===== config.mk =====
export PLATFORM = sky130hd
export DESIGN_NAME = dpx_exec
export DESIGN_NICKNAME = d
export VERILOG_FILES = /design/src/dpx_pkg.sv /design/src/dpx_sum_if.sv /design/src/dpx_exec.sv /design/src/dpx_index_adder.sv
export SDC_FILE = /design/constraint.sdc
export NUM_CORES = 1
export LEC_CHECK = 0
export BUFFER_PORTS_ARGS = -buffer_cell sky130_fd_sc_hd__buf_4
export CORE_MARGIN = 1.5
export CORE_UTILIZATION = 52
export DETAILED_ROUTE_END_ITERATION = 8
export GPL_ROUTABILITY_DRIVEN = 0
export GPL_TIMING_DRIVEN = 1
export PLACE_DENSITY = 0.83
export RECOVER_POWER = 25
export SYNTH_ARGS = -nofsm -noshare
export SYNTH_HDL_FRONTEND = slang
export SYNTH_SLANG_ARGS = --single-unit

===== constraint.sdc =====
create_clock -name mclk -period 3.9 [get_ports mclk]
set_clock_uncertainty 0.2 [all_clocks]
set_input_delay 0.78 -clock mclk [delete_from_list [all_inputs] [get_ports mclk]]
set_output_delay 0.78 -clock mclk [all_outputs]
set_load 0.01 [all_outputs]

===== src/dpx_pkg.sv =====
// Constants, opcode encodings and decode helper for the data pointer block.
// Assumes one core clock; all users import the whole package.
package dpx_pkg;
	localparam int ADDR_W = 16;
	localparam int DATA_W = 8;

	localparam logic [7:0] OP_LOAD_DP = 8'h90;
	localparam logic [7:0] OP_MOV_DIR_IMM = 8'h75;
	localparam logic [7:0] OP_MOV_DIR_ACC = 8'hF5;
	localparam logic [7:0] OP_XRD_DP = 8'hE0;
	localparam logic [7:0] OP_XRD_IND0 = 8'hE2;
	localparam logic [7:0] OP_XRD_IND1 = 8'hE3;
	localparam logic [7:0] OP_XWR_DP = 8'hF0;
	localparam logic [7:0] OP_XWR_IND0 = 8'hF2;
	localparam logic [7:0] OP_XWR_IND1 = 8'hF3;
	localparam logic [7:0] OP_CODE_RD_DP = 8'h93;
	localparam logic [7:0] OP_CODE_RD_PC = 8'h83;
	localparam logic [7:0] OP_INDEXED_JUMP = 8'h73;
	localparam logic [7:0] OP_ROTATE_LEFT = 8'h23;
	localparam logic [7:0] OP_CMP_BRANCH_NE = 8'hB4;
	localparam logic [7:0] OP_LONG_JUMP = 8'h02;
	localparam logic [7:0] OP_SUB_RETURN = 8'h22;
	localparam logic [7:0] SHORT_JUMP_MASK = 8'h1F;
	localparam logic [7:0] SHORT_JUMP_CODE = 8'h01;

	localparam logic [7:0] DP_HIGH_DIR_ADDR = 8'h83;
	localparam logic [7:0] DP_LOW_DIR_ADDR = 8'h82;

	localparam logic [7:0] BYTE_ZERO = 8'h00;
	localparam logic [15:0] ADDR_ZERO = 16'h0000;
	localparam logic [1:0] LEN_NONE = 2'h0;
	localparam logic [1:0] LEN_ONE = 2'h1;
	localparam logic [1:0] LEN_TWO = 2'h2;
	localparam logic [1:0] LEN_THREE = 2'h3;
	localparam logic [1:0] CYC_NONE = 2'h0;
	localparam logic [1:0] CYC_ONE = 2'h1;
	localparam logic [1:0] CYC_TWO = 2'h2;

	typedef enum logic [1:0]
	{
		ST_IDLE = 2'b00,
		ST_XDATA = 2'b01,
		ST_CODE = 2'b10
	} dpx_state_type;

	typedef struct packed
	{
		logic [1:0] len;
		logic [1:0] cyc;
	} dpx_shape_type;

	// Encoded length in bytes and instruction cycles per opcode
	function automatic dpx_shape_type dpx_op_shape(input logic [7:0] op);
		dpx_shape_type s;
		s.len = LEN_NONE;
		s.cyc = CYC_NONE;
		if ((op & SHORT_JUMP_MASK) == SHORT_JUMP_CODE)
		begin
			s.len = LEN_TWO;
			s.cyc = CYC_TWO;
		end
		else
		begin
			case (op)
				OP_LOAD_DP, OP_MOV_DIR_IMM, OP_CMP_BRANCH_NE, OP_LONG_JUMP:
				begin
					s.len = LEN_THREE;
					s.cyc = CYC_TWO;
				end
				OP_MOV_DIR_ACC:
				begin
					s.len = LEN_TWO;
					s.cyc = CYC_ONE;
				end
				OP_ROTATE_LEFT:
				begin
					s.len = LEN_ONE;
					s.cyc = CYC_ONE;
				end
				OP_XRD_DP, OP_XRD_IND0, OP_XRD_IND1, OP_XWR_DP, OP_XWR_IND0,
				OP_XWR_IND1, OP_CODE_RD_DP, OP_CODE_RD_PC, OP_INDEXED_JUMP,
				OP_SUB_RETURN:
				begin
					s.len = LEN_ONE;
					s.cyc = CYC_TWO;
				end
				default:
				begin
					s.len = LEN_NONE;
					s.cyc = CYC_NONE;
				end
			endcase
		end
		return s;
	endfunction
endpackage


===== src/dpx_sum_if.sv =====
// Interface carrying the indexed address sum between executor and adder.
// Assumes both ends sit in the same clock domain.
`timescale 1ns/1ps
interface dpx_sum_if;
	logic [7:0] acc;
	logic [15:0] dataPointer;
	logic [15:0] pcNext;
	logic usePc;
	logic [15:0] sum;
	modport requester (output acc, output dataPointer, output pcNext,
		output usePc, input sum);
	modport adder (input acc, input dataPointer, input pcNext,
		input usePc, output sum);
endinterface


===== src/dpx_exec.sv =====
// Data pointer executor: pointer loads, external moves, code reads, jumps.
// Assumes one instruction offered per opValid pulse while idle.
`timescale 1ns/1ps
module dpx_exec
	import dpx_pkg::*;
(
	input wire logic mclk,
	input wire logic resetn,
	input wire logic opValid,
	input wire logic [7:0] opCode,
	input wire logic [7:0] opByte1,
	input wire logic [7:0] opByte2,
	input wire logic [15:0] pcNext,
	input wire logic [7:0] accIn,
	input wire logic [7:0] indirectRegisterZero,
	input wire logic [7:0] indirectRegisterOne,
	input wire logic [7:0] indPageByte,
	input wire logic [7:0] xdRdData,
	input wire logic xdAck,
	input wire logic [7:0] cmRdData,
	input wire logic cmAck,
	output logic busy_ff,
	output logic done_ff,
	output logic [1:0] instrLen_ff,
	output logic [1:0] instrCyc_ff,
	output logic accWe_ff,
	output logic [7:0] accOut_ff,
	output logic jumpValid_ff,
	output logic [15:0] jumpAddr_ff,
	output logic [7:0] dataPointerHighByte_ff,
	output logic [7:0] dataPointerLowByte_ff,
	output logic [15:0] xdAddr_ff,
	output logic [7:0] xdWrData_ff,
	output logic xdRd_ff,
	output logic xdWr_ff,
	output logic [15:0] cmAddr_ff,
	output logic cmRd_ff
);
	dpx_sum_if sumBus ();

	dpx_index_adder u_adder
	(
		.sumPort(sumBus.adder)
	);

	dpx_state_type state_ff;
	dpx_state_type nxt_state;
	dpx_shape_type shape;
	logic [15:0] dataPointer;
	logic [7:0] indAddr;
	logic nxt_busy;
	logic nxt_done;
	logic [1:0] nxt_instrLen;
	logic [1:0] nxt_instrCyc;
	logic nxt_accWe;
	logic [7:0] nxt_accOut;
	logic nxt_jumpValid;
	logic [15:0] nxt_jumpAddr;
	logic [7:0] nxt_dpHigh;
	logic [7:0] nxt_dpLow;
	logic [15:0] nxt_xdAddr;
	logic [7:0] nxt_xdWrData;
	logic nxt_xdRd;
	logic nxt_xdWr;
	logic [15:0] nxt_cmAddr;
	logic nxt_cmRd;

	// Pointer as one 16-bit address
	assign dataPointer = {dataPointerHighByte_ff, dataPointerLowByte_ff};

	// Adder operands
	assign sumBus.acc = accIn;
	assign sumBus.dataPointer = dataPointer;
	assign sumBus.pcNext = pcNext;
	assign sumBus.usePc = (opCode == OP_CODE_RD_PC);

	// Length and cycle decode
	assign shape = dpx_op_shape(opCode);

	// Indirect register select by opcode low bit
	assign indAddr = opCode[0] ? indirectRegisterOne : indirectRegisterZero;

	always_comb
	begin
		nxt_state = state_ff;
		nxt_busy = busy_ff;
		nxt_done = 1'b0;
		nxt_instrLen = instrLen_ff;
		nxt_instrCyc = instrCyc_ff;
		nxt_accWe = 1'b0;
		nxt_accOut = accOut_ff;
		nxt_jumpValid = 1'b0;
		nxt_jumpAddr = jumpAddr_ff;
		nxt_dpHigh = dataPointerHighByte_ff;
		nxt_dpLow = dataPointerLowByte_ff;
		nxt_xdAddr = xdAddr_ff;
		nxt_xdWrData = xdWrData_ff;
		nxt_xdRd = xdRd_ff;
		nxt_xdWr = xdWr_ff;
		nxt_cmAddr = cmAddr_ff;
		nxt_cmRd = cmRd_ff;
		case (state_ff)
			ST_IDLE:
			begin
				if (opValid)
				begin
					nxt_instrLen = shape.len;
					nxt_instrCyc = shape.cyc;
					nxt_done = 1'b1;
					case (opCode)
						OP_LOAD_DP:
						begin
							nxt_dpHigh = opByte1;
							nxt_dpLow = opByte2;
						end
						OP_MOV_DIR_IMM:
						begin
							// One half only; the other keeps its value
							if (opByte1 == DP_HIGH_DIR_ADDR)
							begin
								nxt_dpHigh = opByte2;
							end
							else if (opByte1 == DP_LOW_DIR_ADDR)
							begin
								nxt_dpLow = opByte2;
							end
						end
						OP_MOV_DIR_ACC:
						begin
							if (opByte1 == DP_HIGH_DIR_ADDR)
							begin
								nxt_dpHigh = accIn;
							end
							else if (opByte1 == DP_LOW_DIR_ADDR)
							begin
								nxt_dpLow = accIn;
							end
						end
						OP_XRD_DP:
						begin
							nxt_xdAddr = dataPointer;
							nxt_xdRd = 1'b1;
						end
						OP_XWR_DP:
						begin
							nxt_xdAddr = dataPointer;
							nxt_xdWrData = accIn;
							nxt_xdWr = 1'b1;
						end
						OP_XRD_IND0, OP_XRD_IND1:
						begin
							nxt_xdAddr = {indPageByte, indAddr};
							nxt_xdRd = 1'b1;
						end
						OP_XWR_IND0, OP_XWR_IND1:
						begin
							nxt_xdAddr = {indPageByte, indAddr};
							nxt_xdWrData = accIn;
							nxt_xdWr = 1'b1;
						end
						OP_CODE_RD_DP, OP_CODE_RD_PC:
						begin
							nxt_cmAddr = sumBus.sum;
							nxt_cmRd = 1'b1;
						end
						OP_INDEXED_JUMP:
						begin
							nxt_jumpAddr = sumBus.sum;
							nxt_jumpValid = 1'b1;
						end
						OP_ROTATE_LEFT:
						begin
							nxt_accOut = {accIn[6:0], accIn[7]};
							nxt_accWe = 1'b1;
						end
						default:
						begin
							nxt_accWe = 1'b0;
						end
					endcase
					// Memory forms finish on acknowledge
					if (nxt_xdRd || nxt_xdWr)
					begin
						nxt_state = ST_XDATA;
						nxt_busy = 1'b1;
						nxt_done = 1'b0;
					end
					else if (nxt_cmRd)
					begin
						nxt_state = ST_CODE;
						nxt_busy = 1'b1;
						nxt_done = 1'b0;
					end
				end
			end
			ST_XDATA:
			begin
				if (xdAck)
				begin
					if (xdRd_ff)
					begin
						nxt_accOut = xdRdData;
						nxt_accWe = 1'b1;
					end
					nxt_xdRd = 1'b0;
					nxt_xdWr = 1'b0;
					nxt_busy = 1'b0;
					nxt_done = 1'b1;
					nxt_state = ST_IDLE;
				end
			end
			ST_CODE:
			begin
				if (cmAck)
				begin
					nxt_accOut = cmRdData;
					nxt_accWe = 1'b1;
					nxt_cmRd = 1'b0;
					nxt_busy = 1'b0;
					nxt_done = 1'b1;
					nxt_state = ST_IDLE;
				end
			end
			default:
			begin
				nxt_state = ST_IDLE;
				nxt_busy = 1'b0;
				nxt_xdRd = 1'b0;
				nxt_xdWr = 1'b0;
				nxt_cmRd = 1'b0;
			end
		endcase
	end

	// Pointer halves change only on load forms above
	always_ff @(posedge mclk or negedge resetn)
	begin
		if (!resetn)
		begin
			dataPointerHighByte_ff <= BYTE_ZERO;
			dataPointerLowByte_ff <= BYTE_ZERO;
		end
		else
		begin
			dataPointerHighByte_ff <= nxt_dpHigh;
			dataPointerLowByte_ff <= nxt_dpLow;
		end
	end

	always_ff @(posedge mclk or negedge resetn)
	begin
		if (!resetn)
		begin
			state_ff <= ST_IDLE;
			busy_ff <= 1'b0;
			done_ff <= 1'b0;
			instrLen_ff <= LEN_NONE;
			instrCyc_ff <= CYC_NONE;
			accWe_ff <= 1'b0;
			accOut_ff <= BYTE_ZERO;
			jumpValid_ff <= 1'b0;
			jumpAddr_ff <= ADDR_ZERO;
			xdAddr_ff <= ADDR_ZERO;
			xdWrData_ff <= BYTE_ZERO;
			xdRd_ff <= 1'b0;
			xdWr_ff <= 1'b0;
			cmAddr_ff <= ADDR_ZERO;
			cmRd_ff <= 1'b0;
		end
		else
		begin
			state_ff <= nxt_state;
			busy_ff <= nxt_busy;
			done_ff <= nxt_done;
			instrLen_ff <= nxt_instrLen;
			instrCyc_ff <= nxt_instrCyc;
			accWe_ff <= nxt_accWe;
			accOut_ff <= nxt_accOut;
			jumpValid_ff <= nxt_jumpValid;
			jumpAddr_ff <= nxt_jumpAddr;
			xdAddr_ff <= nxt_xdAddr;
			xdWrData_ff <= nxt_xdWrData;
			xdRd_ff <= nxt_xdRd;
			xdWr_ff <= nxt_xdWr;
			cmAddr_ff <= nxt_cmAddr;
			cmRd_ff <= nxt_cmRd;
		end
	end
endmodule // dpx_exec


===== src/dpx_index_adder.sv =====
// Combinational accumulator plus base adder for indexed addresses.
// Assumes the requester holds inputs stable while it samples the sum.
`timescale 1ns/1ps
module dpx_index_adder
	import dpx_pkg::*;
(
	dpx_sum_if.adder sumPort
);
	logic [15:0] base;
	logic [15:0] accWide;

	always_comb
	begin
		base = sumPort.usePc ? sumPort.pcNext : sumPort.dataPointer;
		accWide = {BYTE_ZERO, sumPort.acc};
		sumPort.sum = 16'(base + accWide);
	end
endmodule // dpx_index_adder


Word-level counts from Yosys, hierarchy flattened. Cells that the tools add are included.

Bits of input ports: 93. Word-level logic and storage cells: 136. Output and inout port bits: 91. Register bits: 93.

Reduce and logical (&&, ||, !) cells: 23. $add $sub $neg: 1. Multiplexer cells: 60. Bitwise operators: 2. Equality and inequality tests: 33.

Operators by type and width (count): == test 8 bit, second input constant (13); two-way mux 8 bit (12); one-hot mux 8 bit (3 select lines) (3); one-hot mux 16 bit (2 select lines) (1); two-way mux 1 bit (29); inequality test 2 bit, second input constant (10); one-hot mux 1 bit (3 select lines) (6); AND reduction 3 bit (6); adder 16 x 8 -> 16 bit (1); == test 8 x 6 -> 1 bit, second input constant (2); == test 8 x 7 -> 1 bit, second input constant (2); two-way mux 16 bit (1); one-hot mux 4 bit (4 select lines) (1); two-way mux 2 bit (5); OR reduction 10 bit (1); == test 8 x 2 -> 1 bit, second input constant (1); OR reduction 4 bit (2); AND reduction 7 bit (1); one-hot mux 2 bit (3 select lines) (1); AND reduction 6 bit (1); nonzero test 3 bit (2); OR reduction 3 bit (2); == test 5 x 1 -> 1 bit, second input constant (1); AND reduction 5 bit (1); other kinds (12) (14).

Logic depth before layout (Yosys ltp).
Depth after elaboration: 9. Mapped depth: 16. Depth with buffers taken out: 13.

By module. From an unflattened synthesis, not the netlist that was laid out.

Cell total of the unflattened synthesis: 516. Area total of the unflattened synthesis: 5342.6 sq um.

By module, submodules not included: dpx_exec (sequential area each 2327.2 sq um, cells an instance 416, times used 1, area an instance 4589.4 sq um); dpx_index_adder (sequential area each 0.0 sq um, cells an instance 100, times used 1, area an instance 753.2 sq um).

Worst setup path before layout. Ideal clock, no wire load.

Path kind: input-to-reg. Start point: in opCode[5]. End point: reg cmAddr_ff[12]. Required time: 3.605 ns. Path slack: 0.251 ns. Library setup time: 0.095 ns. Cell stages on the path: 16. Arrival time: 3.353 ns. Path buffers: 3. Cell sequence: buf_2 -> nor2b_4 -> and4_1 -> buf_4 -> clkbuf_1 -> nand2_1 -> nand2_1 -> ha_1 -> inv_1 -> fa_1 -> nor2b_1 -> o311a_1 -> nor2_1 -> nor3b_1 -> xnor2_1 -> o31ai_1.

Word-level cells in the longest chain between the ends: 3. Elaborated cells on any way between the ends: 6. Those cells by class: add/sub (1); eq/ne (2); mux (1); reduce/logical (2).

Ends and longest elaborated chain: from (decl) (RTL line dpx_exec.sv:10) `input wire logic [7:0] opCode,`; == test 8 bit, on equally long branches (RTL line dpx_exec.sv:75, dpx_exec.sv:110); two-way mux 16 bit / OR reduction 2 bit (equally long branches) (RTL line dpx_index_adder.sv:14, dpx_exec.sv:110); adder 16 x 8 -> 16 bit / AND reduction 3 bit (equally long branches); to (signal assigned) (RTL line dpx_exec.sv:285) `cmAddr_ff <= nxt_cmAddr;`; to (decl) (RTL line dpx_exec.sv:36) `output logic [15:0] cmAddr_ff,`.

Parallel ways exist; a longest one is shown, timed or not. A chain may end at the register's enable or synchronous reset.

Worst setup path in the final report.
Start point: in opCode[4]. End point: reg cmAddr_ff[12].

The elaborated chain is that of the path after synthesis.

==> flow_results.org <==
** Clock network
- CTS Root Cell :: clkbuf_8
- Buffers added to address setup during post-CTS repair amount to 0.
- The later pin in the worst-skew pair is clocked with a latency of 360 ps.
- CTS hold repair buffers :: 0
- The clock passes through at most 2 buffers.
- Once the clock tree was built, the resizer swapped 0 gates to a different size.
- The H-tree generated during clock tree synthesis spans 3 levels.
- TritonCTS built the clock tree.
- Clock-pin slew of the registers on the worst-case setup and hold paths :: 90 ps
- Counting every sink on the clock net gives 93.
- Number of buffers inserted during clock tree synthesis :: 9

** Floorplan
- Site row count :: 36
- The floorplan step set the die height to 103.6 um.
- The die covers 10730 um^2.
- The die is 103.6 um wide.
- Total I/O pin count :: 184
- Once the floorplan was initialized, standard cells occupied 53.84% of the core.
- After floorplanning, the core was sized to cover 9774 um^2.

** Outcome
- Status :: finished, violations left
- Failing checks :: capacitance limit, slew limit

** Finish
- Most common library cell in the layout ignoring fill and taps :: buf_4
- Measured on the finished design, the core utilization comes to 71.47%.
- Antenna diode count :: 0
- Cells with a size suffix above 1 make up 35.74% of the layout.
- Post-synthesis to final-layout area growth :: 32.74%
- Top library cells by usage in the layout, fill and taps aside :: 192 x buf_4, 101 x nand2_1, 93 x dfrtp_1
- After the last flow step, the layout net total stands at 836.

** Timing
- Fmax achieved :: 0.2861 GHz
- The worst path uses 89.62% of the clock period.
- RSZ-0062 raised after global routing :: false
- Accumulated negative setup slack :: 0 ps
- On the final layout, the worst hold slack is 287.2 ps.
- In this run the tightest slew margin relative to its limit is -18.30%.
- Minimum setup slack in the final design :: 404.7 ps
- Number of failing hold endpoints at the final stage :: 0
- Final period demand of the worst path :: 3495 ps
- Count of final max-slew check failures :: 71
- For the pin with the worst max-slew slack, the measured transition is 1774 ps.
- Final count of negative-setup-slack endpoints :: 0

** Placement
- IO buf count :: 183
- Setup slack after placement :: 111.1 ps
- Total half-perimeter wirelength after legalization and detailed placement :: 11840 um

** Drt
- The routed layout has 4963 vias.
- In the routed design, unresolved DRC markers number 0.
- For this run, the detailed router's first-pass iteration total came to 6.
- Count of antenna-violating nets left after detailed routing :: 0
- Routed length per instance :: 17.86 um
- Using the TritonRoute via totals, the vias-per-cell ratio works out to 5.731.
- Wires add up to 15470 um.
- The first routing iteration left 346 violations.

** Hold path
- The worst hold path begins at xdAddr_ff[4].
- The min-delay analysis places its worst path in the category reg -> reg.
- Along the worst hold path, the cell count comes to 2.
- The worst hold path terminates at xdAddr_ff[4].

** Setup path
- Data required time of the worst path :: 3950 ps
- Highest net fanout along the worst path :: 9
- Kind of launch point of the worst setup path :: primary input
- The signal on the critical path passes through buf_4, and2b_1, and4_1, nand2_1, nand2_1, ha_1, inv_1, fa_1, nor2b_1, o311a_1, nor2_1, nor3b_1, xnor2_1, o31ai_1.
- For the worst flop-to-flop path, the logic depth is 8.
- The largest individual stage delay along the critical path comes from the cell and4_1.
- Data arrival time of the critical path :: 3550 ps
- The critical path is of the in -> reg type.
- Destination of the worst register-to-register timing path :: jumpAddr_ff[9]
- Crit end category :: register
- Reg2Reg Launch Point :: state_ff[1]
- Flop-to-flop setup slack :: 1160 ps
- Among the stages of the critical path, the cell type that occurs most often is nand2_1.
- The largest single stage delay on the critical path is 430 ps.

** Synth
- In this run, synthesis inferred 0 flip-flops with an integrated enable.
- For this run, the leading register cell type out of synthesis is dfrtp_1.
- Synthesis handed over a netlist of 549 instances.
- Syn_nets :: 656
- Post-synth design cell area :: 5263 um^2
- Number of register bits inferred by synthesis :: 93
- Fraction of the yosys area taken by sequential cells :: 44.22%
- Distinct cells, synth :: 52
- Yosys printed 0 warnings.
- Synthesized area per cell :: 9.586 um^2
- Async SR Flop Fraction :: 100.0%

** Global route
- Maximum number of pins on one net before global-route repair :: 71
- Wire length of the first global-routing pass :: 24740 um
- Tot GR Track Use :: 28.89%
- Antenna violations before repair :: 0
- Global routing finished with a remaining overflow of 0.
- The via count of the first global-routing pass is 4823.

** Power
- VDD sags by at most 500.4 uV.
- Power density over the cells :: 405.8 nW/um^2
- Power consumption :: 2835 uW
- Summed over all cells, the static leakage comes to 0.003513 uW.

** Run
- Number of max-cap violations :: 1
==> cells by family (layout without fill, tap and decap cells) <==
family | after synthesis | after routing | share of synthesized area, %
buf+inv | 36 | 220 | 2.900
flops | 93 | 93 | 44.22
mux | 77 | 77 | 15.57
fa+ha+maj | 14 | 14 | 3.471
simple gates | 192 | 192 | 16.71
xor+xnor | 17 | 17 | 2.829
compound gates | 120 | 120 | 14.29
==> synth_stat cells, types with 3 or more instances <==
| cell type | count | area, um^2 |
|---|---|---|
| o211ai_1 | 5 | 37.54 |
| and4_1 | 3 | 26.28 |
| a21oi_1 | 27 | 135.1 |
| clkbuf_1 | 14 | 52.55 |
| buf_2 | 8 | 40.04 |
| a31oi_1 | 4 | 25.02 |
| mux2_2 | 39 | 439.2 |
| xor2_1 | 6 | 52.55 |
| nor3_2 | 3 | 30.03 |
| a21o_1 | 7 | 52.55 |
| mux2i_1 | 38 | 380.4 |
| dfrtp_1 | 93 | 2327 |
| nor2_1 | 43 | 161.4 |
| nand4_1 | 3 | 18.77 |
| xnor2_1 | 11 | 96.34 |
| inv_1 | 11 | 41.29 |
| o21ai_0 | 47 | 235.2 |
| nand2_1 | 101 | 379.1 |
| ha_1 | 13 | 162.7 |
| nand3_1 | 11 | 55.05 |
| a22oi_1 | 10 | 75.07 |
| nor3_1 | 9 | 45.04 |
==> how the worst max path moves through the flow <==
stage,startpoint,to,slack [ps],cells past startpoint
4_1_cts,opCode[4],cmAddr_ff[12],480,14
3_3_place_gp,opCode[4],cmAddr_ff[12],240,14
6_report,opCode[4],cmAddr_ff[12],400,14
3_5_place_dp,opCode[4],cmAddr_ff[12],110,14
5_1_grt,opCode[4],cmAddr_ff[12],170,14
2_1_floorplan,opCode[5],cmAddr_ff[12],250,16
==> layout make-up <==
cell class              instances  area (um^2)
fillers                       742         2789
flip-flops and latches         93         2327
clock inverters                 5        83.83
multi-input cells             420         2789
well taps                     133        166.4
repair buffers                194         1450
inverters                      11        41.29
clock buffers                  10        127.6
==> registers in the layout, indices dropped and copies added, names as in the netlist, 2 cells and up <==
name / cells
accOut_ff: 8
cmAddr_ff: 16
dataPointerHighByte_ff: 8
dataPointerLowByte_ff: 8
instrCyc_ff: 2
instrLen_ff: 2
jumpAddr_ff: 16
state_ff: 2
xdAddr_ff: 16
xdWrData_ff: 8
==> metrics by stage <==
stage	cells	area [um^2]
2_1_floorplan	549	5263
3_3_place_gp	851	6780
3_5_place_dp	851	6780
4_1_cts	866	6992
5_1_grt	866	6985
6_report	866	6985
==> power breakdown <==
| group | total, uW | leakage, uW | internal [uW] | switching (uW) |
|---|---|---|---|---|
| logic | 964 | 0.00216 | 471 | 492 |
| clock network | 703 | 0.0000990 | 360 | 343 |
| registers | 1170 | 0.00126 | 1090 | 81.1 |
| total | 2830 | 0.00351 | 1920 | 916 |
==> per-layer routing <==
metal | track usage [%] | up-vias | share of wire, %
li1 | - | 2288 | -
met3 | 6.608 | 39 | 8.9
met5 | 0 | - | 0
met4 | 11.61 | 0 | 2.9
met1 | 36.13 | 2376 | 40
met2 | 48.52 | 260 | 48
==> critical path, delay by kind of cell <==
| family | cells | cell delay (ps) |
|---|---|---|
| compound gates | 2 | 460 |
| simple gates | 7 | 1410 |
| xor+xnor | 1 | 100 |
| fa+ha+maj | 2 | 580 |
| buf+inv | 2 | 190 |
Power figures use the tool's default switching activity.
